## src/logic/prca_pkg.sv

```systemverilog
// Purpose: Shared constants for the counter array
// Assumes: 8-bit register port, six modules
// Notes:   Offsets are word indices on the plain port
package prca_pkg;
    localparam int ADDR_W = 6;
    localparam int MODS = 6;
    localparam int WDT_MOD = 5;
    // -----------------------------------------------------------------
    // Register offsets
    // -----------------------------------------------------------------
    localparam logic [5:0] OFF_CTRL = 6'h00;
    localparam logic [5:0] OFF_AMODE = 6'h01;
    localparam logic [5:0] OFF_CNTL = 6'h02;
    localparam logic [5:0] OFF_CNTH = 6'h03;
    localparam logic [5:0] OFF_MMODE = 6'h10;
    localparam logic [5:0] OFF_CMPL = 6'h18;
    localparam logic [5:0] OFF_CMPH = 6'h20;
    // -----------------------------------------------------------------
    // Control register fields
    // -----------------------------------------------------------------
    localparam int CT_OVF = 7;
    localparam int CT_RUN = 6;
    // -----------------------------------------------------------------
    // Array mode register fields
    // -----------------------------------------------------------------
    localparam int AM_IDLE = 7;
    localparam int AM_WDT = 6;
    localparam int AM_TB_LO = 1;
    localparam int AM_OVFIE = 0;
    localparam logic [7:0] AMODE_RST = 8'h40;
    // -----------------------------------------------------------------
    // Module mode register fields
    // -----------------------------------------------------------------
    localparam int MM_WIDE = 7;
    localparam int MM_COMP = 6;
    localparam int MM_RISE = 5;
    localparam int MM_FALL = 4;
    localparam int MM_MATCH = 3;
    localparam int MM_TOG = 2;
    localparam int MM_PWM = 1;
    localparam int MM_IE = 0;
    localparam logic [7:0] MMODE_RST = 8'h00;
    // -----------------------------------------------------------------
    // Timing counts
    // -----------------------------------------------------------------
    localparam logic [3:0] DIV12_LAST = 4'hb;
    localparam logic [3:0] DIV4_LAST = 4'h3;
    localparam int STABLE_CYCLES = 2;
    typedef enum logic [2:0] {
        TB_DIV12 = 3'b000,
        TB_DIV4 = 3'b001,
        TB_T0OVF = 3'b010,
        TB_EXTIN = 3'b011,
        TB_SYS = 3'b100,
        TB_OSC8 = 3'b101,
        TB_RSV6 = 3'b110,
        TB_RSV7 = 3'b111
    } prca_tb_e;
endpackage

```

## src/logic/prca_cmod.sv

```systemverilog
// Purpose: One capture/compare module with its I/O line
// Assumes: Counter value and step strobe from the array core
// Notes:   Holds its own mode and compare registers
`timescale 1ns/1ns
module prca_cmod (
    input wire logic clk,
    input wire logic nrst,
    input wire logic [15:0] count,
    input wire logic stepped,
    input wire logic wrMode,
    input wire logic wrLow,
    input wire logic wrHigh,
    input wire logic [7:0] wrData,
    input wire logic wdtOn,
    input wire logic ioIn,
    output logic [7:0] modeVal,
    output logic [15:0] cmpVal,
    output logic eventHit,
    output logic wdtHit,
    output logic ioOut,
    output logic ioDriveN
);
    logic [7:0] mode_reg;
    logic [7:0] cmpLow_reg;
    logic [7:0] cmpHigh_reg;
    logic out_reg;
    logic hsoPrev_reg;
    logic inLast_reg;
    logic inStable_reg;
    logic comp, rise, fall, mat, tog, pwm, wide;
    logic capMode, swMode, hsoMode, freqMode, pwm8Mode, pwm16Mode;
    logic fullEq, lowEq, lowWrap, fullWrap, edgeOk, capHit;

    assign comp = mode_reg[prca_pkg::MM_COMP];
    assign rise = mode_reg[prca_pkg::MM_RISE];
    assign fall = mode_reg[prca_pkg::MM_FALL];
    assign mat = mode_reg[prca_pkg::MM_MATCH];
    assign tog = mode_reg[prca_pkg::MM_TOG];
    assign pwm = mode_reg[prca_pkg::MM_PWM];
    assign wide = mode_reg[prca_pkg::MM_WIDE];
    // -----------------------------------------------------------------
    // Mode decode
    // -----------------------------------------------------------------
    assign capMode = !wdtOn && !mat && !tog && !pwm && (rise || fall);
    assign swMode = wdtOn || (comp && mat && !tog);
    assign hsoMode = !wdtOn && comp && mat && tog;
    assign freqMode = !wdtOn && comp && tog && pwm && !mat;
    assign pwm8Mode = !wdtOn && comp && pwm && !tog && !mat && !wide;
    assign pwm16Mode = !wdtOn && comp && pwm && !tog && !mat && wide;
    assign fullEq = stepped && (count == {cmpHigh_reg, cmpLow_reg});
    assign lowEq = stepped && (count[7:0] == cmpLow_reg);
    assign lowWrap = stepped && (count[7:0] == 8'h00);
    assign fullWrap = stepped && (count == 16'h0000);
    // -----------------------------------------------------------------
    // Input filter: a level counts only once seen twice in a row
    // -----------------------------------------------------------------
    assign edgeOk = (ioIn == inLast_reg) && (inLast_reg != inStable_reg);
    assign capHit = capMode && edgeOk && ((inLast_reg && rise) || (!inLast_reg && fall));

    always_ff @(posedge clk or negedge nrst) begin
        if (!nrst) begin
            inLast_reg <= 1'b0;
            inStable_reg <= 1'b0;
        end else begin
            inLast_reg <= ioIn;
            if (edgeOk) begin
                inStable_reg <= inLast_reg;
            end
        end
    end
    // -----------------------------------------------------------------
    // Mode and compare registers
    // -----------------------------------------------------------------
    always_ff @(posedge clk or negedge nrst) begin
        if (!nrst) begin
            mode_reg <= prca_pkg::MMODE_RST;
        end else if (wrMode) begin
            mode_reg <= wrData;
        end else if (wrLow) begin
            mode_reg[prca_pkg::MM_COMP] <= 1'b0;
        end else if (wrHigh) begin
            mode_reg[prca_pkg::MM_COMP] <= 1'b1;
        end
    end

    always_ff @(posedge clk or negedge nrst) begin
        if (!nrst) begin
            cmpLow_reg <= 8'h00;
            cmpHigh_reg <= 8'h00;
        end else if (wrLow) begin
            cmpLow_reg <= wrData;
        end else if (wrHigh) begin
            // Watchdog reload ignores the written value
            cmpHigh_reg <= wdtOn ? count[15:8] + cmpLow_reg : wrData;
        end else if (capHit) begin
            {cmpHigh_reg, cmpLow_reg} <= count;
        end else if (freqMode && lowEq) begin
            cmpLow_reg <= cmpLow_reg + cmpHigh_reg;
        end else if (pwm8Mode && lowWrap) begin
            cmpLow_reg <= count[15:8];
        end
    end
    // -----------------------------------------------------------------
    // Output line
    // -----------------------------------------------------------------
    always_ff @(posedge clk or negedge nrst) begin
        if (!nrst) begin
            out_reg <= 1'b1;
            hsoPrev_reg <= 1'b0;
        end else begin
            hsoPrev_reg <= hsoMode;
            if (hsoMode && !hsoPrev_reg) begin
                out_reg <= 1'b1;
            end else if ((hsoMode && fullEq) || (freqMode && lowEq)) begin
                out_reg <= !out_reg;
            end else if (pwm8Mode && lowEq) begin
                out_reg <= 1'b1;
            end else if (pwm8Mode && lowWrap) begin
                out_reg <= 1'b0;
            end else if (pwm16Mode && fullEq) begin
                out_reg <= 1'b1;
            end else if (pwm16Mode && fullWrap) begin
                out_reg <= 1'b0;
            end else if (!comp && pwm && !tog) begin
                out_reg <= 1'b0;
            end
        end
    end

    assign modeVal = mode_reg;
    assign cmpVal = {cmpHigh_reg, cmpLow_reg};
    assign eventHit = capHit || (!wdtOn && fullEq && (swMode || hsoMode || pwm16Mode));
    assign wdtHit = wdtOn && lowWrap && (count[15:8] == cmpHigh_reg);
    assign ioOut = out_reg;
    assign ioDriveN = !(!wdtOn && comp && (tog || pwm));
endmodule

```

## src/logic/prca_top.sv

```systemverilog
// Functional notes
// - One 16-bit counter, six independent modules
// - Three-bit select picks the counter timebase
// - External input counts on falling edges
// - Oscillator divide-by-eight resynchronized before use
// - Low byte read snapshots high byte
// - Counter reads never disturb counting
// - Wrap sets overflow flag, optional interrupt
// - Overflow flag cleared only by software
// - Keeps counting in idle unless suspended
// - Capture edge chosen by rise/fall bits
// - Capture loads counter, sets event flag
// - Input levels need two stable cycles
// - Compare match sets event flag, except in frequency, 8-bit PWM and watchdog modes
// - Event flags cleared only by software
// - Module enable lets flag raise interrupt
// - Toggle output on every match
// - Decode frequency, 8-bit, 16-bit PWM
// - Low write clears, high write sets comparator
// - Module 5 watchdog, on after reset
// - Toggle output starts and re-enters at one
//
// Purpose: Counter array core with register port
// Assumes: Inputs synchronous to clk except the oscillator tap
// Notes:   Read data appear one cycle after the read strobe
//
// Decided for this implementation: the strobed register port and the address map.
`timescale 1ns/1ns
module prca_top #(
    parameter int MODS = prca_pkg::MODS
) (
    input wire logic clk,
    input wire logic nrst,
    input wire logic [prca_pkg::ADDR_W-1:0] regAddr,
    input wire logic [7:0] regWrData,
    input wire logic regWr,
    input wire logic regRd,
    output logic [7:0] regRdData,
    input wire logic cpuIdle,
    input wire logic timer0Ovf,
    input wire logic externalCountInput,
    input wire logic oscDiv8,
    input wire logic [MODS-1:0] moduleIoIn,
    output logic [MODS-1:0] moduleIoOut,
    output logic [MODS-1:0] moduleIoDriveN,
    output logic irqReq,
    output logic wdtResetReq
);
    // -----------------------------------------------------------------
    // Declarations
    // -----------------------------------------------------------------
    logic [15:0] count_reg;
    logic [7:0] snapshot_reg;
    logic stepped_reg;
    logic [3:0] presc_reg;
    logic eciPrev_reg;
    logic oscSync1_reg;
    logic oscSync2_reg;
    logic oscSync3_reg;
    logic overflowFlag_reg;
    logic runEnable_reg;
    logic [MODS-1:0] eventFlag_reg;
    logic idleSuspend_reg;
    logic wdtEnable_reg;
    logic [2:0] timebase_reg;
    logic overflowIrqEnable_reg;
    logic [7:0] rdData_reg;
    logic irq_reg;
    logic wdtReset_reg;
    logic [MODS-1:0] ioOut_reg;
    logic [MODS-1:0] ioDriveN_reg;

    logic wrCtrl, wrAmode, wrCntL, wrCntH, rdCntL;
    logic [MODS-1:0] wrMode, wrLow, wrHigh;
    logic tick, running, advance;
    logic [3:0] prescLast;
    prca_pkg::prca_tb_e tbSel;
    logic [7:0] modeVal [MODS];
    logic [15:0] cmpVal [MODS];
    logic [MODS-1:0] eventHit;
    logic [MODS-1:0] wdtHit;
    logic [MODS-1:0] ioOutRaw;
    logic [MODS-1:0] ioDriveRaw;
    logic [MODS-1:0] modIrqEnable;
    logic [7:0] rdMux;
    logic wrapHit;

    // -----------------------------------------------------------------
    // Address decode
    // -----------------------------------------------------------------
    assign wrCtrl = regWr && (regAddr == prca_pkg::OFF_CTRL);
    assign wrAmode = regWr && (regAddr == prca_pkg::OFF_AMODE);
    // Counter bytes are write-protected while the watchdog runs
    assign wrCntL = regWr && (regAddr == prca_pkg::OFF_CNTL) && !wdtEnable_reg;
    assign wrCntH = regWr && (regAddr == prca_pkg::OFF_CNTH) && !wdtEnable_reg;
    assign rdCntL = regRd && (regAddr == prca_pkg::OFF_CNTL);

    always_comb begin
        for (int i = 0; i < MODS; i++) begin
            wrMode[i] = regWr && (regAddr == prca_pkg::OFF_MMODE + 6'(i))
                && !(wdtEnable_reg && i == prca_pkg::WDT_MOD);
            wrLow[i] = regWr && (regAddr == prca_pkg::OFF_CMPL + 6'(i));
            wrHigh[i] = regWr && (regAddr == prca_pkg::OFF_CMPH + 6'(i));
            modIrqEnable[i] = modeVal[i][prca_pkg::MM_IE];
        end
    end

    // -----------------------------------------------------------------
    // Timebase selection
    // -----------------------------------------------------------------
    assign tbSel = prca_pkg::prca_tb_e'(timebase_reg);
    assign prescLast = (tbSel == prca_pkg::TB_DIV4) ? prca_pkg::DIV4_LAST : prca_pkg::DIV12_LAST;

    always_ff @(posedge clk or negedge nrst) begin
        if (!nrst) begin
            presc_reg <= 4'h0;
        end else if (presc_reg >= prescLast) begin
            presc_reg <= 4'h0;
        end else begin
            presc_reg <= presc_reg + 4'h1;
        end
    end

    always_ff @(posedge clk or negedge nrst) begin
        if (!nrst) begin
            eciPrev_reg <= 1'b0;
        end else begin
            eciPrev_reg <= externalCountInput;
        end
    end

    // Oscillator tap is asynchronous: two flops, then edge detect
    always_ff @(posedge clk or negedge nrst) begin
        if (!nrst) begin
            oscSync1_reg <= 1'b0;
            oscSync2_reg <= 1'b0;
            oscSync3_reg <= 1'b0;
        end else begin
            oscSync1_reg <= oscDiv8;
            oscSync2_reg <= oscSync1_reg;
            oscSync3_reg <= oscSync2_reg;
        end
    end

    always_comb begin
        case (tbSel)
            prca_pkg::TB_DIV12: tick = (presc_reg == prca_pkg::DIV12_LAST);
            prca_pkg::TB_DIV4: tick = (presc_reg >= prca_pkg::DIV4_LAST);
            prca_pkg::TB_T0OVF: tick = timer0Ovf;
            prca_pkg::TB_EXTIN: tick = eciPrev_reg && !externalCountInput;
            prca_pkg::TB_SYS: tick = 1'b1;
            prca_pkg::TB_OSC8: tick = oscSync2_reg && !oscSync3_reg;
            default: tick = 1'b0;
        endcase
    end

    // -----------------------------------------------------------------
    // Counter
    // -----------------------------------------------------------------
    // Watchdog forces the counter on regardless of the run bit
    assign running = (runEnable_reg || wdtEnable_reg) && !(idleSuspend_reg && cpuIdle);
    assign advance = tick && running && !wrCntL && !wrCntH;

    always_ff @(posedge clk or negedge nrst) begin
        if (!nrst) begin
            count_reg <= 16'h0000;
        end else if (wrCntL) begin
            count_reg[7:0] <= regWrData;
        end else if (wrCntH) begin
            count_reg[15:8] <= regWrData;
        end else if (advance) begin
            count_reg <= count_reg + 16'h0001;
        end
    end

    // Modules compare against the value just reached
    always_ff @(posedge clk or negedge nrst) begin
        if (!nrst) begin
            stepped_reg <= 1'b0;
        end else begin
            stepped_reg <= advance;
        end
    end

    assign wrapHit = stepped_reg && (count_reg == 16'h0000);

    // Snapshot only; the counter path never sees a read
    always_ff @(posedge clk or negedge nrst) begin
        if (!nrst) begin
            snapshot_reg <= 8'h00;
        end else if (rdCntL) begin
            snapshot_reg <= count_reg[15:8];
        end
    end

    // -----------------------------------------------------------------
    // Array mode register
    // -----------------------------------------------------------------
    always_ff @(posedge clk or negedge nrst) begin
        if (!nrst) begin
            idleSuspend_reg <= prca_pkg::AMODE_RST[prca_pkg::AM_IDLE];
            wdtEnable_reg <= prca_pkg::AMODE_RST[prca_pkg::AM_WDT];
            timebase_reg <= prca_pkg::AMODE_RST[prca_pkg::AM_TB_LO +: 3];
            overflowIrqEnable_reg <= prca_pkg::AMODE_RST[prca_pkg::AM_OVFIE];
        end else if (wrAmode) begin
            wdtEnable_reg <= regWrData[prca_pkg::AM_WDT];
            overflowIrqEnable_reg <= regWrData[prca_pkg::AM_OVFIE];
            if (!wdtEnable_reg) begin
                // Clock source and idle control frozen under watchdog
                idleSuspend_reg <= regWrData[prca_pkg::AM_IDLE];
                timebase_reg <= regWrData[prca_pkg::AM_TB_LO +: 3];
            end
        end
    end

    // -----------------------------------------------------------------
    // Control register and flags
    // -----------------------------------------------------------------
    // Hardware set is OR-ed in last, so it wins over a clear
    always_ff @(posedge clk or negedge nrst) begin
        if (!nrst) begin
            overflowFlag_reg <= 1'b0;
            runEnable_reg <= 1'b0;
            eventFlag_reg <= '0;
        end else begin
            if (wrCtrl) begin
                overflowFlag_reg <= regWrData[prca_pkg::CT_OVF] || wrapHit;
                runEnable_reg <= regWrData[prca_pkg::CT_RUN];
                eventFlag_reg <= regWrData[MODS-1:0] | eventHit;
            end else begin
                overflowFlag_reg <= overflowFlag_reg || wrapHit;
                eventFlag_reg <= eventFlag_reg | eventHit;
            end
        end
    end

    // -----------------------------------------------------------------
    // Interrupt request and watchdog reset
    // -----------------------------------------------------------------
    always_ff @(posedge clk or negedge nrst) begin
        if (!nrst) begin
            irq_reg <= 1'b0;
        end else begin
            irq_reg <= (overflowFlag_reg && overflowIrqEnable_reg)
                || |(eventFlag_reg & modIrqEnable);
        end
    end

    // While the watchdog runs, writing one to the module 5 flag forces the reset too
    always_ff @(posedge clk or negedge nrst) begin
        if (!nrst) begin
            wdtReset_reg <= 1'b0;
        end else begin
            wdtReset_reg <= wdtHit[prca_pkg::WDT_MOD]
                || (wrCtrl && wdtEnable_reg && regWrData[prca_pkg::WDT_MOD]);
        end
    end

    // -----------------------------------------------------------------
    // Capture/compare modules
    // -----------------------------------------------------------------
    for (genvar g = 0; g < MODS; g++) begin : gMod
        prca_cmod uMod (
            .clk(clk),
            .nrst(nrst),
            .count(count_reg),
            .stepped(stepped_reg),
            .wrMode(wrMode[g]),
            .wrLow(wrLow[g]),
            .wrHigh(wrHigh[g]),
            .wrData(regWrData),
            .wdtOn(wdtEnable_reg && g == prca_pkg::WDT_MOD),
            .ioIn(moduleIoIn[g]),
            .modeVal(modeVal[g]),
            .cmpVal(cmpVal[g]),
            .eventHit(eventHit[g]),
            .wdtHit(wdtHit[g]),
            .ioOut(ioOutRaw[g]),
            .ioDriveN(ioDriveRaw[g])
        );
    end

    always_ff @(posedge clk or negedge nrst) begin
        if (!nrst) begin
            ioOut_reg <= '1;
            ioDriveN_reg <= '1;
        end else begin
            ioOut_reg <= ioOutRaw;
            ioDriveN_reg <= ioDriveRaw;
        end
    end

    // -----------------------------------------------------------------
    // Read path
    // -----------------------------------------------------------------
    always_comb begin
        rdMux = 8'h00;
        if (regAddr == prca_pkg::OFF_CTRL) begin
            rdMux[prca_pkg::CT_OVF] = overflowFlag_reg;
            rdMux[prca_pkg::CT_RUN] = runEnable_reg;
            rdMux[MODS-1:0] = eventFlag_reg;
        end else if (regAddr == prca_pkg::OFF_AMODE) begin
            rdMux[prca_pkg::AM_IDLE] = idleSuspend_reg;
            rdMux[prca_pkg::AM_WDT] = wdtEnable_reg;
            rdMux[prca_pkg::AM_TB_LO +: 3] = timebase_reg;
            rdMux[prca_pkg::AM_OVFIE] = overflowIrqEnable_reg;
        end else if (regAddr == prca_pkg::OFF_CNTL) begin
            rdMux = count_reg[7:0];
        end else if (regAddr == prca_pkg::OFF_CNTH) begin
            rdMux = snapshot_reg;
        end else begin
            for (int i = 0; i < MODS; i++) begin
                if (regAddr == prca_pkg::OFF_MMODE + 6'(i)) begin
                    rdMux = modeVal[i];
                end
                if (regAddr == prca_pkg::OFF_CMPL + 6'(i)) begin
                    rdMux = cmpVal[i][7:0];
                end
                if (regAddr == prca_pkg::OFF_CMPH + 6'(i)) begin
                    rdMux = cmpVal[i][15:8];
                end
            end
        end
    end

    always_ff @(posedge clk or negedge nrst) begin
        if (!nrst) begin
            rdData_reg <= 8'h00;
        end else if (regRd) begin
            rdData_reg <= rdMux;
        end else begin
            rdData_reg <= 8'h00;
        end
    end

    assign regRdData = rdData_reg;
    assign irqReq = irq_reg;
    assign wdtResetReq = wdtReset_reg;
    assign moduleIoOut = ioOut_reg;
    assign moduleIoDriveN = ioDriveN_reg;
endmodule

```

## config.mk

```make
export PLATFORM = sky130hd
export DESIGN_NAME = prca_top
export DESIGN_NICKNAME = d
export VERILOG_FILES = /design/src/logic/prca_pkg.sv /design/src/logic/prca_cmod.sv /design/src/logic/prca_top.sv
export SDC_FILE = /design/constraint.sdc
export NUM_CORES = 1
export LEC_CHECK = 0
export BUFFER_PORTS_ARGS = -buffer_cell sky130_fd_sc_hd__buf_4
export CORE_UTILIZATION = 60
export DETAILED_ROUTE_END_ITERATION = 10
export HOLD_SLACK_MARGIN = 0.08
export PLACE_DENSITY = 0.73
export SYNTH_ARGS = -nofsm -noshare
export SYNTH_HDL_FRONTEND = slang
export SYNTH_SLANG_ARGS = --single-unit
```

## constraint.sdc

```tcl
create_clock -name clk -period 6.3 [get_ports clk]
set_input_delay 0.945 -clock clk [delete_from_list [all_inputs] [get_ports clk]]
set_output_delay 0.945 -clock clk [all_outputs]
set_load 0.01 [all_outputs]
```

Yosys cells after proc, flatten, opt, wreduce, memory -nomap -nowiden --
Cells that the tools add are included.
Operators by class: reduce and logical (&&, ||, !) cells 390, mux-type cells 137, bitwise logic cells 11, equality and inequality tests 59, $lt $le $gt $ge 2, add/sub/neg operators 9
Operators with widths (number):
- 8-bit two-way mux | 68
- 1-bit logical AND | 236
- 16-bit == test | 6
- 6-bit by 5-bit == test with 1-bit output, second input constant | 12
- 1-bit two-way mux | 61
- 1-bit logical NOT | 60
- 8-bit adder | 7
- 8-bit == test | 7
- 1-bit logical OR | 48
- 7-bit nonzero test | 6
- 6-bit == test, second input constant | 6
- 2-bit AND reduction | 15
- 4-bit nonzero test | 6
- 3-bit nonzero test | 6
- 16-bit by 1-bit adder with 16-bit output, second input constant | 1
- 16-bit logical NOT | 1
- 16-bit two-way mux | 1
- 2-bit nonzero test | 8
- 6-bit by 2-bit == test with 1-bit output, second input constant | 2
- 4-bit two-way mux | 3
- 2-bit by 1-bit inequality test with 1-bit output, second input constant | 6
- 6-bit OR | 2
- 8-bit logical NOT | 1
- 1-bit NOT | 8
- other kinds (18) | 31
Storage, ports and cells: input port bits 28, logic and storage cells 677, output and inout port bits 22, flip-flop bits (word level) 237

Logic depth before layout (Yosys ltp) --
Gate-level depths: netlist of run 1.
word-level depth 24, mapped depth 12

Modules after synthesis --
From an unflattened synthesis of run 1, not the netlist that was laid out.
Unflattened totals: cell total of the unflattened synthesis 2179, area, all modules 19515.0 um2
By module, submodules not included:
- prca_cmod (gMod[1].uMod ...) | times used 2, area an instance 2461.1 um2, cells an instance 278, seq. area each 701.9 um2
- prca_cmod (gMod[4].uMod ...) | times used 2, area an instance 2408.6 um2, cells an instance 264, seq. area each 701.9 um2
- prca_top | times used 1, area an instance 4815.9 um2, cells an instance 530, seq. area each 1742.9 um2
- prca_cmod (gMod[0].uMod) | times used 1, area an instance 2508.7 um2, cells an instance 288, seq. area each 701.9 um2
- prca_cmod (gMod[3].uMod) | times used 1, area an instance 2451.1 um2, cells an instance 277, seq. area each 701.9 um2

Least setup slack after synthesis of run 1 --
No wires, ideal clock.
path type input port to flip-flop, from input port regAddr[0] (netlist name), to register gMod[2].uMod.cmpLow_reg[0], data required time 6.174 ns, cell stages on the path 8, path buffers 3, slack 3.257 ns, arrival time 2.916 ns, setup time 0.126 ns, cells stage by stage clkbuf_1 > nand2b_1 > clkbuf_1 > nor3_1 > and2_1 > clkbuf_1 > nor2_1 > a221o_1
Between the ends: cells in the longest elaborated chain, start to end 4
Ends and longest elaborated chain:
- start: declaration | RTL line prca_top.sv:34 | input wire logic [prca_pkg::ADDR_W-1:0] regAddr,
- 6-bit == test or 6-bit by 5-bit == test with 1-bit output (tied branches) | RTL line prca_top.sv:103, prca_top.sv:102
- 1-bit logical AND, on equally long branches | RTL line prca_top.sv:103, prca_top.sv:102
- 2-bit by 1-bit inequality test with 1-bit output (no source line) or 4-bit nonzero test (tied branches)
- 2-bit AND reduction (no source line)
- end signal: assignment | RTL line prca_cmod.sv:96 | {cmpHigh_reg, cmpLow_reg} <= count;
- end signal: assignment | RTL line prca_cmod.sv:98 | cmpLow_reg <= cmpLow_reg + cmpHigh_reg;
- end signal: assignment | RTL line prca_cmod.sv:100 | cmpLow_reg <= count[15:8];
- end: declaration | RTL line prca_cmod.sv:24 | logic [7:0] cmpLow_reg;
Several ways; a longest one is shown, not always the timed one. A chain may end at the register's enable or synchronous reset.

Final worst setup path of run 1 --
from register count_reg[0], to register gMod[4].uMod.cmpLow_reg[4]
Between the ends: cells in the longest elaborated chain, start to end 7
Ends and longest elaborated chain:
- start: declaration | RTL line prca_top.sv:52 | logic [15:0] count_reg;
- start signal: assignment | RTL line prca_top.sv:168 | count_reg[7:0] <= regWrData;
- start signal: assignment | RTL line prca_top.sv:172 | count_reg <= count_reg + 16'h0001;
- 8-bit == test | RTL line prca_cmod.sv:51 | assign lowEq = stepped && (count[7:0] == cmpLow_reg);
- 1-bit logical AND | RTL line prca_cmod.sv:51
- 1-bit logical AND | RTL line prca_cmod.sv:97 | end else if (freqMode && lowEq) begin
- 8-bit two-way mux | RTL line prca_cmod.sv:97
- 8-bit two-way mux | RTL line prca_cmod.sv:95 | end else if (capHit) begin
- 8-bit two-way mux | RTL line prca_cmod.sv:92 | end else if (wrHigh) begin
- 8-bit two-way mux | RTL line prca_cmod.sv:90 | end else if (wrLow) begin
- end signal: assignment | RTL line prca_cmod.sv:91 | cmpLow_reg <= wrData;
- end signal: assignment | RTL line prca_cmod.sv:96
- end signal: assignment | RTL line prca_cmod.sv:98
- end: declaration | RTL line prca_cmod.sv:24
Several ways; a longest one is shown, not always the timed one. The select of a mux whose other input is x is not followed.

==> results of run 1 <==
==> per-layer routing <==
metal  track usage (%)  up-vias
met1              62.5     7710
met5                 0        -
met3              11.6      319
met2              65.1     1197
met4              28.7        0
li1                  -     6838
==> final cells by class <==
class	instances	share of cell area, %
multi-input cells	1420	54.5
flip-flops and latches	237	33.0
clock buffers	36	4.21
repair buffers	85	3.65
well taps	341	2.36
inverters	61	1.27
clock inverters	14	1.02
diodes	1	0.0139
==> kinds of logic (layout without fill, tap and decap cells) <==
kind of cell / count (synthesis) / after routing / synth area share (%)
other: 0 / 1 / 0
AO/OA/AOI/OAI: 526 / 526 / 22.3
AND/OR/NAND/NOR: 589 / 589 / 18.1
adder cells (fa/ha/maj): 66 / 66 / 5.24
buffers and inverters: 182 / 196 / 4.23
multiplexers: 101 / 101 / 6.57
flip-flops: 237 / 237 / 36.2
XOR/XNOR: 138 / 138 / 7.34
==> worst register-to-register path: stages, from the launching register on <==
cell	delay, ns
dfrtp_1	0.33
buf_4	0.36
inv_1	0.21
ha_1	0.26
nand2_1	0.07
or4_1	0.60
nor2_1	0.20
o31ai_1	0.89
a211oi_1	0.13
a221o_1	0.31
==> worst max path at each step <==
stage                 startpoint  slack, ns                     endpoint
global route        count_reg[0]       2.85   gMod[4].uMod.cmpLow_reg[4]
CTS                 count_reg[0]       2.99   gMod[4].uMod.cmpLow_reg[4]
floorplan             regAddr[0]       3.26   gMod[2].uMod.cmpLow_reg[0]
detailed placement    regAddr[3]       2.67  gMod[4].uMod.cmpHigh_reg[5]
global placement      regAddr[2]       2.76  gMod[3].uMod.cmpHigh_reg[2]
finish              count_reg[0]       2.82   gMod[4].uMod.cmpLow_reg[4]
==> stage by stage <==
step / cell area [µm²] / hold WS (ns) / cells / total power [mW] / util [%]
floorplan: 16500 / 0.331 / 1839 / 4.73 / -
global placement: 17100 / 0.332 / 2144 / 5.73 / 63.5
detailed placement: 17100 / 0.341 / 2144 / 5.85 / 63.5
CTS: 18000 / 0.354 / 2194 / 7.54 / 67.0
global route: 18000 / 0.364 / 2194 / 8.02 / 67.0
finish: 18100 / 0.358 / 2195 / 7.66 / 67.0
==> synthesized netlist by cell type (44+ instances only) <==
library cell	number	area (µm²)
a211oi_1	46	345
a21oi_1	100	500
a22oi_1	55	413
clkbuf_1	105	394
dfrtp_1	218	5460
ha_1	53	663
inv_1	60	225
mux2_2	56	631
mux2i_1	45	450
nand2_1	122	458
nand3_1	60	300
nor2_1	173	649
o21ai_0	81	405
o22ai_1	44	275
xnor2_1	92	806
xor2_1	46	403
==> power by group <==
part	internal, mW	total [mW]	switching [mW]
logic	1.39	3.15	1.75
registers	1.96	2.82	0.866
clock network	1.01	1.69	0.682
==> summary.txt, run 1 <==
post-synthesis cell type count: 85
die span in x: 168 µm
setup TNS: 0 ns
share of cells above drive strength 1: 12.4%
DRT iter0 DRCs: 2497
Fillers: 2193
Hold Buf Count CTS: 0
CP endpoint kind: register
critical-path cell list: buf_4 > inv_1 > ha_1 > nand2_1 > or4_1 > nor2_1 > o31ai_1 > a211oi_1 > a221o_1
core area: 27000 µm²
Max Cap Violations: 0
initial antenna violation count: 2
Ports: 50
Post-CTS Setup Inserts: 0
1st-pass router iterations: 7
Mean Syn Cell Area: 8.95 µm²
most common cell after layout, fill and taps aside: dfrtp_1
WP data arrival: 3.92 ns
max frequency: 288 MHz
number of global-route vias before repair: 15088
Longest Clk Path Bufs: 3
CTS resizes: 0
CTS tree: built
Final Hold Fails: 0
worst hold endpoint: oscSync2_reg
reg2reg end: gMod[4].uMod.cmpLow_reg[4]
setup violators final: 0
VDD IR max: 0.308 mV
hpwl dp: 42.8 mm
root cell of the clock tree: clkbuf_16
Setup WS pre-CTS: 2.67 ns
worst path bufs/invs: 2
Hold WC Path Type: reg2reg
Num CTS Buffers: 27
Worst R2R Start: count_reg[0]
Die Y: 168 µm
commonest non-fill, non-tap cells in the layout: dfrtp_1 (218), nor2_1 (173), nand2_1 (122), a21oi_1 (100), xnor2_1 (92)
final setup margin: 2.82 ns
power density cells: 425 nW/µm²
Hold Path Depth: 0
flops & latches, synth: 237
met2 wire length: 26.3 mm
post-synthesis cell count: 1839
CTS HTree Levels: 1
Post-Route WL: 64.2 mm
ys flop type: dfrtp_1
IO Port Bufs: 49
GRT Util Overall: 45.8%
pin count of the biggest net entering global routing: 121
Startpoint Class: register
EDFF count, synth: 0
drt drc: 0
DIE AREA: 28100 µm²
relative slew slack: 17.4%
Worst R2R Setup Slack: 2.82 ns
min Tclk post-route: 3.48 ns
top layer reached by signal wires: met4
via count: 16064
Leakage: 7.52 nW
clk_skew: 0.0186 ns
FFs w/ async S/R, synth: 100%
num rows: 60
Worst-Margin Slew: 1.24 ns
wire per inst: 29.3 µm
Crit Path Category: reg2reg
Post-Syn Area: 16500 µm²
critical path depth: 9
FF-to-FF path depth: 9
antenna-violating nets left: 0
Slew Viols, Final: 0
min-delay src: oscSync1_reg
outcome: completed
CP delay by family, top: compound AO/OA/AOI/OAI gates
Final Wtd Congestion: 1.01
post-synthesis sequential area ratio: 36.2%
Area Overhead vs Synth: 9.64%
multi-input logic area: 9840 µm²
critical-path maximum fanout: 17
register area: 5950 µm²
vias per cell: 7.32
global-route wire length before repair: 95.8 mm
CP peak stage delay: 0.89 ns
Syn Nets: 1927
CP Data Required Time: 6.74 ns
nets@finish: 1920
period utilisation layout: 55.2%
met1 wire length: 24.5 mm
gr ovfl total: 0
warnings from Yosys: 0
CTS clk-pin slew, worst paths: 0.06 ns
met3 wire len: 8.65 mm
Starting Density: 61.1%
CTS sink cnt: 237
RSZ-0062 raised after global routing: no
clk_lat worst skew: 0.57 ns
slowest CP cell: o31ai_1
Power figures use the tool's default switching activity.
==> inputs of run 2 (changes only) <==
--- a/config.mk
+++ b/config.mk
@@ -5,6 +5,7 @@
 export SDC_FILE = /design/constraint.sdc
 export NUM_CORES = 1
 export LEC_CHECK = 0
+export ABC_AREA = 1
 export BUFFER_PORTS_ARGS = -buffer_cell sky130_fd_sc_hd__buf_4
 export CORE_UTILIZATION = 60
 export DETAILED_ROUTE_END_ITERATION = 10
==> constraint.sdc (replaced) <==
create_clock -name clk -period 3.55 [get_ports clk]
set_input_delay 0.5325 -clock clk [delete_from_list [all_inputs] [get_ports clk]]
set_output_delay 0.5325 -clock clk [all_outputs]
set_load 0.01 [all_outputs]
==> summary.txt, run 2 <==
clk_skew: 0.0157 ns
Post-Syn Area: 16700 µm²
period utilisation layout: 89.8%
CTS tree: built
Syn Nets: 2342
critical-path cell list: inv_2 > nand4_1 > nor2_1 > nand2_1 > inv_1 > nand2_1 > inv_1 > nand2_1 > o2111ai_1 > nand3_1 > a311o_1
Post-synth top cells: nand2_1 (468), nor2_1 (237), inv_1 (231), dfrtp_1 (218), o21ai_0 (211)
CP endpoint kind: register
power density cells: 758 nW/µm²
post-synthesis cell type count: 67
1st-pass router iterations: 6
Crit Path Category: reg2reg
via count: 17321
met2 wire length: 27.0 mm
GRT Util Overall: 46.9%
most used cell, CP: nand2_1
nets@finish: 2391
WP data arrival: 3.66 ns
met1 wire length: 24.2 mm
Critical path origin: count_reg[5]
Final Hold Fails: 0
Starting Density: 61.5%
global-route wire length before repair: 99.4 mm
Num CTS Buffers: 27
post-synthesis sequential area ratio: 35.6%
antenna-violating nets left: 0
Mean Syn Cell Area: 7.42 µm²
outcome: completed
number of global-route vias before repair: 16438
initial antenna violation count: 2
Area Overhead vs Synth: 10.7%
CTS sink cnt: 237
CTS resizes: 0
gr ovfl total: 0
core area: 27200 µm²
met3 wire len: 8.30 mm
top cells by area, synth: dfrtp_1 (33%), nand2_1 (11%), o21ai_0 (6.3%), nor2_1 (5.3%), inv_1 (5.2%)
warnings from Yosys: 0
Worst-Margin Slew: 1.11 ns
drt drc: 0
post-synthesis cell count: 2254
Die Y: 169 µm
Longest Clk Path Bufs: 3
die span in x: 169 µm
min Tclk post-route: 3.19 ns
FFs w/ async S/R, synth: 100%
hold_ws: 0.0970 ns
CP delay by family, top: buffers and inverters
wire per inst: 24.4 µm
Worst R2R Start: count_reg[5]
slowest CP cell: dfrtp_1
worst path bufs/invs: 3
hpwl dp: 47.5 mm
Post-Route WL: 65.7 mm
IO Port Bufs: 49
P_int: 7.62 mW
relative slew slack: 26.2%
max frequency: 314 MHz
critical-path maximum fanout: 11
clk_lat worst skew: 0.56 ns
Clock power frac: 20.9%
VDD IR max: 0.527 mV
ys flop type: dfrtp_1
num rows: 60
Hold WC Path Type: in2reg
CTS clk-pin slew, worst paths: 0.07 ns
setup violators final: 0
sw frac: 45.7%
top layer reached by signal wires: met5
setup TNS: 0 ns
Leakage: 8.29 nW
RSZ-0062 raised after global routing: no
sequential cell fraction of total power: 35.0%
Final Wtd Congestion: 1.05
Startpoint Class: register
CTS HTree Levels: 1
most numerous cell in the Yosys netlist: nand2_1
share of cells above drive strength 1: 12.2%
vias per cell: 6.42
Fillers: 2380
DIE AREA: 28500 µm²
flops & latches, synth: 237
min-delay src: externalCountInput
EDFF count, synth: 0
root cell of the clock tree: clkbuf_16
DRT iter0 DRCs: 2250
sw power: 6.41 mW
CP Data Required Time: 4.02 ns
Max Cap Violations: 0
Ports: 50
Comb power frac: 44.2%
commonest non-fill, non-tap cells in the layout: nand2_1 (468), nor2_1 (237), inv_1 (231), dfrtp_1 (218), o21ai_0 (211)
pin count of the biggest net entering global routing: 86
Yosys top cell by area: dfrtp_1
most common cell after layout, fill and taps aside: nand2_1
CP peak stage delay: 0.65 ns
Post-CTS Setup Inserts: 0
Slew Viols, Final: 0
top cell type's share of synthesized area: 32.6%
-- run 2: path summary, 6_finish.rpt --
kind,depth (start not counted),end,slack [ns]
max in group asynchronous,3,count_reg[9],2.07
min in group asynchronous,2,gMod[1].uMod.inStable_reg,0.56
hold reg to reg,0,oscSync2_reg,0.36
hold / removal,1,eciPrev_reg,0.1
setup / recovery,11,gMod[4].uMod.ioOut,0.36
setup reg to reg,11,gMod[4].uMod.ioOut,0.36
-- run 2: area by class of cell --
cell class | instances | area (µm²) | area share (%)
multi-input cells | 1662 | 9300 | 50.3
flip-flops and latches | 237 | 5950 | 32.2
inverters | 266 | 1000 | 5.41
clock buffers | 35 | 766 | 4.14
repair buffers | 109 | 856 | 4.63
well taps | 372 | 465 | 2.52
clock inverters | 14 | 159 | 0.859
diodes | 1 | 2.50 | 0.0135
-- run 2: timing repair --
action,CTS,global route
endpoints found under the hold margin,75,0
hold buffers,2,0
endpoints found under the setup margin,0,0
-- run 2: cell families (layout without fill, tap and decap cells) --
logic type / Yosys count / count (layout) / synth area share (%)
mux: 3 / 3 / 0.180
other cells: 0 / 1 / 0
compound gates: 561 / 561 / 20.7
fa+ha+maj: 60 / 60 / 4.81
simple gates: 950 / 950 / 25.4
flops: 237 / 237 / 35.6
buf+inv: 355 / 424 / 8.75
xor+xnor: 88 / 88 / 4.61
-- run 2: power by group through the flow --
stage	Sequential, mW	Combinational (mW)	Clock [mW]
floorplan	4.24	4.44	0
global placement	4.85	5.78	0
detailed placement	4.85	5.96	0
CTS	4.82	6.04	2.93
global route	4.94	6.82	3.03
finish	4.91	6.20	2.93
-- run 2: routing by layer --
metal / global-route usage [%] / vias to the layer above
met5: 0 / -
met4: 36.6 / 2
met3: 11.0 / 375
met2: 68.6 / 1195
met1: 59.9 / 8003
li1: - / 7746
-- run 2: stage by stage --
step           area, µm²  setup slack [ns]  utilization [%]  power [mW]  instances
3_5_place_dp       17600             0.166             64.6        10.8       2644
5_1_grt            18500             0.380             68.1        14.8       2696
2_1_floorplan      16700              1.36                -        8.68       2254
6_report           18500             0.361             68.1        14.0       2696
3_3_place_gp       17600             0.200             64.6        10.6       2644
4_1_cts            18500             0.540             68.1        13.8       2695
==> inputs of run 3 (changes only) <==
--- a/config.mk
+++ b/config.mk
@@ -11,6 +11,7 @@
 export DETAILED_ROUTE_END_ITERATION = 10
 export HOLD_SLACK_MARGIN = 0.08
 export PLACE_DENSITY = 0.73
+export REMOVE_ABC_BUFFERS = 1
 export SYNTH_ARGS = -nofsm -noshare
 export SYNTH_HDL_FRONTEND = slang
 export SYNTH_SLANG_ARGS = --single-unit
==> summary.txt, run 3 (synthesis results as in run 2) <==
outcome: completed
RSZ-0062 raised after global routing: no
min-delay src: externalCountInput
Max Cap Violations: 0
Ports: 50
IO Port Bufs: 49
share of cells above drive strength 1: 11.9%
Area Overhead vs Synth: 10.4%
clk_lat worst skew: 0.56 ns
nets@finish: 2387
1st-pass router iterations: 10
period utilisation layout: 95.5%
CTS HTree Levels: 1
Critical path origin: count_reg[0]
vias per cell: 6.46
number of global-route vias before repair: 16276
antenna-violating nets left: 0
CP Data Required Time: 4.03 ns
Worst R2R Start: count_reg[0]
post-placement cell count: 2641
relative slew slack: 21.1%
CP endpoint kind: register
dpl cell area: 17500 µm²
VDD IR max: 0.597 mV
FF-to-FF path depth: 12
wire per inst: 24.7 µm
CTS clk-pin slew, worst paths: 0.06 ns
Post-Route WL: 66.5 mm
setup TNS: 0 ns
reg2reg end: gMod[4].uMod.ioOut
max frequency: 295 MHz
Longest Clk Path Bufs: 3
Hold WC Path Type: in2reg
WP data arrival: 3.87 ns
Crit Path Category: reg2reg
hold_ws: 0.0918 ns
most used cell, CP: nand2_1
num rows: 60
clk_skew: 0.00984 ns
min Tclk post-route: 3.39 ns
gr ovfl total: 0
root cell of the clock tree: clkbuf_16
Slew Viols, Final: 0
Final Wtd Congestion: 1.06
Worst R2R Setup Slack: 0.16 ns
Final Power: 14.0 mW
core area: 27200 µm²
CP peak stage delay: 0.63 ns
pin count of the biggest net entering global routing: 80
die span in x: 169 µm
via count: 17406
GRT Util Overall: 47.0%
setup violators final: 0
CTS resizes: 0
commonest non-fill, non-tap cells in the layout: nand2_1 (468), nor2_1 (237), inv_1 (231), dfrtp_1 (218), o21ai_0 (211)
slowest CP cell: inv_1
CTS tree: built
Hold Path Depth: 1
Num CTS Buffers: 27
hpwl dp: 47.3 mm
final core occ: 67.9%
critical-path maximum fanout: 8
Post-CTS Setup Inserts: 0
Die Y: 169 µm
drt drc: 0
final setup margin: 0.161 ns
DRT iter0 DRCs: 2517
power density cells: 758 nW/µm²
CTS sink cnt: 237
critical-path cell list: inv_2 > ha_1 > nand3_1 > nor2_1 > nand2_1 > inv_1 > nand2_1 > inv_1 > nand2_1 > o2111ai_1 > nand3_1 > a311o_1
initial antenna violation count: 5
Leakage: 8.26 nW
Starting Density: 61.5%
worst hold endpoint: eciPrev_reg
Worst-Margin Slew: 1.18 ns
fin area: 18500 µm²
Hold Buf Count CTS: 1
global-route wire length before repair: 99.5 mm
Startpoint Class: register
Setup WS pre-CTS: 0.436 ns
Layout Cells excl Fill: 2695
most common cell after layout, fill and taps aside: nand2_1
DIE AREA: 28500 µm²
Final Hold Fails: 0
[run 3: cell count changes in the layout (fill, tap and decap cells not counted)]
cell,delta
dlygate4sd3_1,-1
clkinvlp_4,-3
buf_4,-3
clkbuf_8,+1
diode_2,+2
clkbuf_1,+4
bufinv_16,-1
[run 3: cell type report]
class	count	area [µm²]
Tap cell	372	465
Clock buffer	40	795
Clock inverter	10	106
Sequential cell	237	5950
Antenna cell	3	7.51
Fill cell	2358	8730
Timing Repair Buffer	105	823
Inverter	266	1000
Multi-Input combinational cell	1662	9300
[run 3: per-layer routing]
layer	global-route usage, %	up-vias	wire length, µm
li1	-	7716	-
met1	60.8	8074	24100
met2	69.7	1280	27800
met3	11.2	334	9170
met4	32.3	2	5420
met5	0	-	13
[run 3: worst max path at each step]
stage	slack [ns]	cells past startpoint	to
final	0.16	12	gMod[4].uMod.ioOut
after global routing	0.23	12	gMod[4].uMod.ioOut
after CTS	0.42	12	gMod[4].uMod.ioOut
after detailed placement	0.44	12	gMod[4].uMod.ioOut
after global placement	0.45	12	gMod[4].uMod.ioOut
after floorplan	0.82	10	count_reg[9]
[run 3: power by group]
part | internal, mW | leakage [nW] | switching [mW]
Sequential | 3.51 | 2.90 | 1.34
Combinational | 2.36 | 4.91 | 3.90
Clock | 1.69 | 0.447 | 1.20
[run 3: worst max-delay path, delay by kind of cell, from the launching register on]
| kind | cells | cell delay [ns] |
|---|---|---|
| flip-flops | 1 | 0.55 |
| adder cells (fa/ha/maj) | 1 | 0.15 |
| buffers and inverters | 3 | 1.36 |
| AO/OA/AOI/OAI | 2 | 0.37 |
| AND/OR/NAND/NOR | 6 | 0.87 |
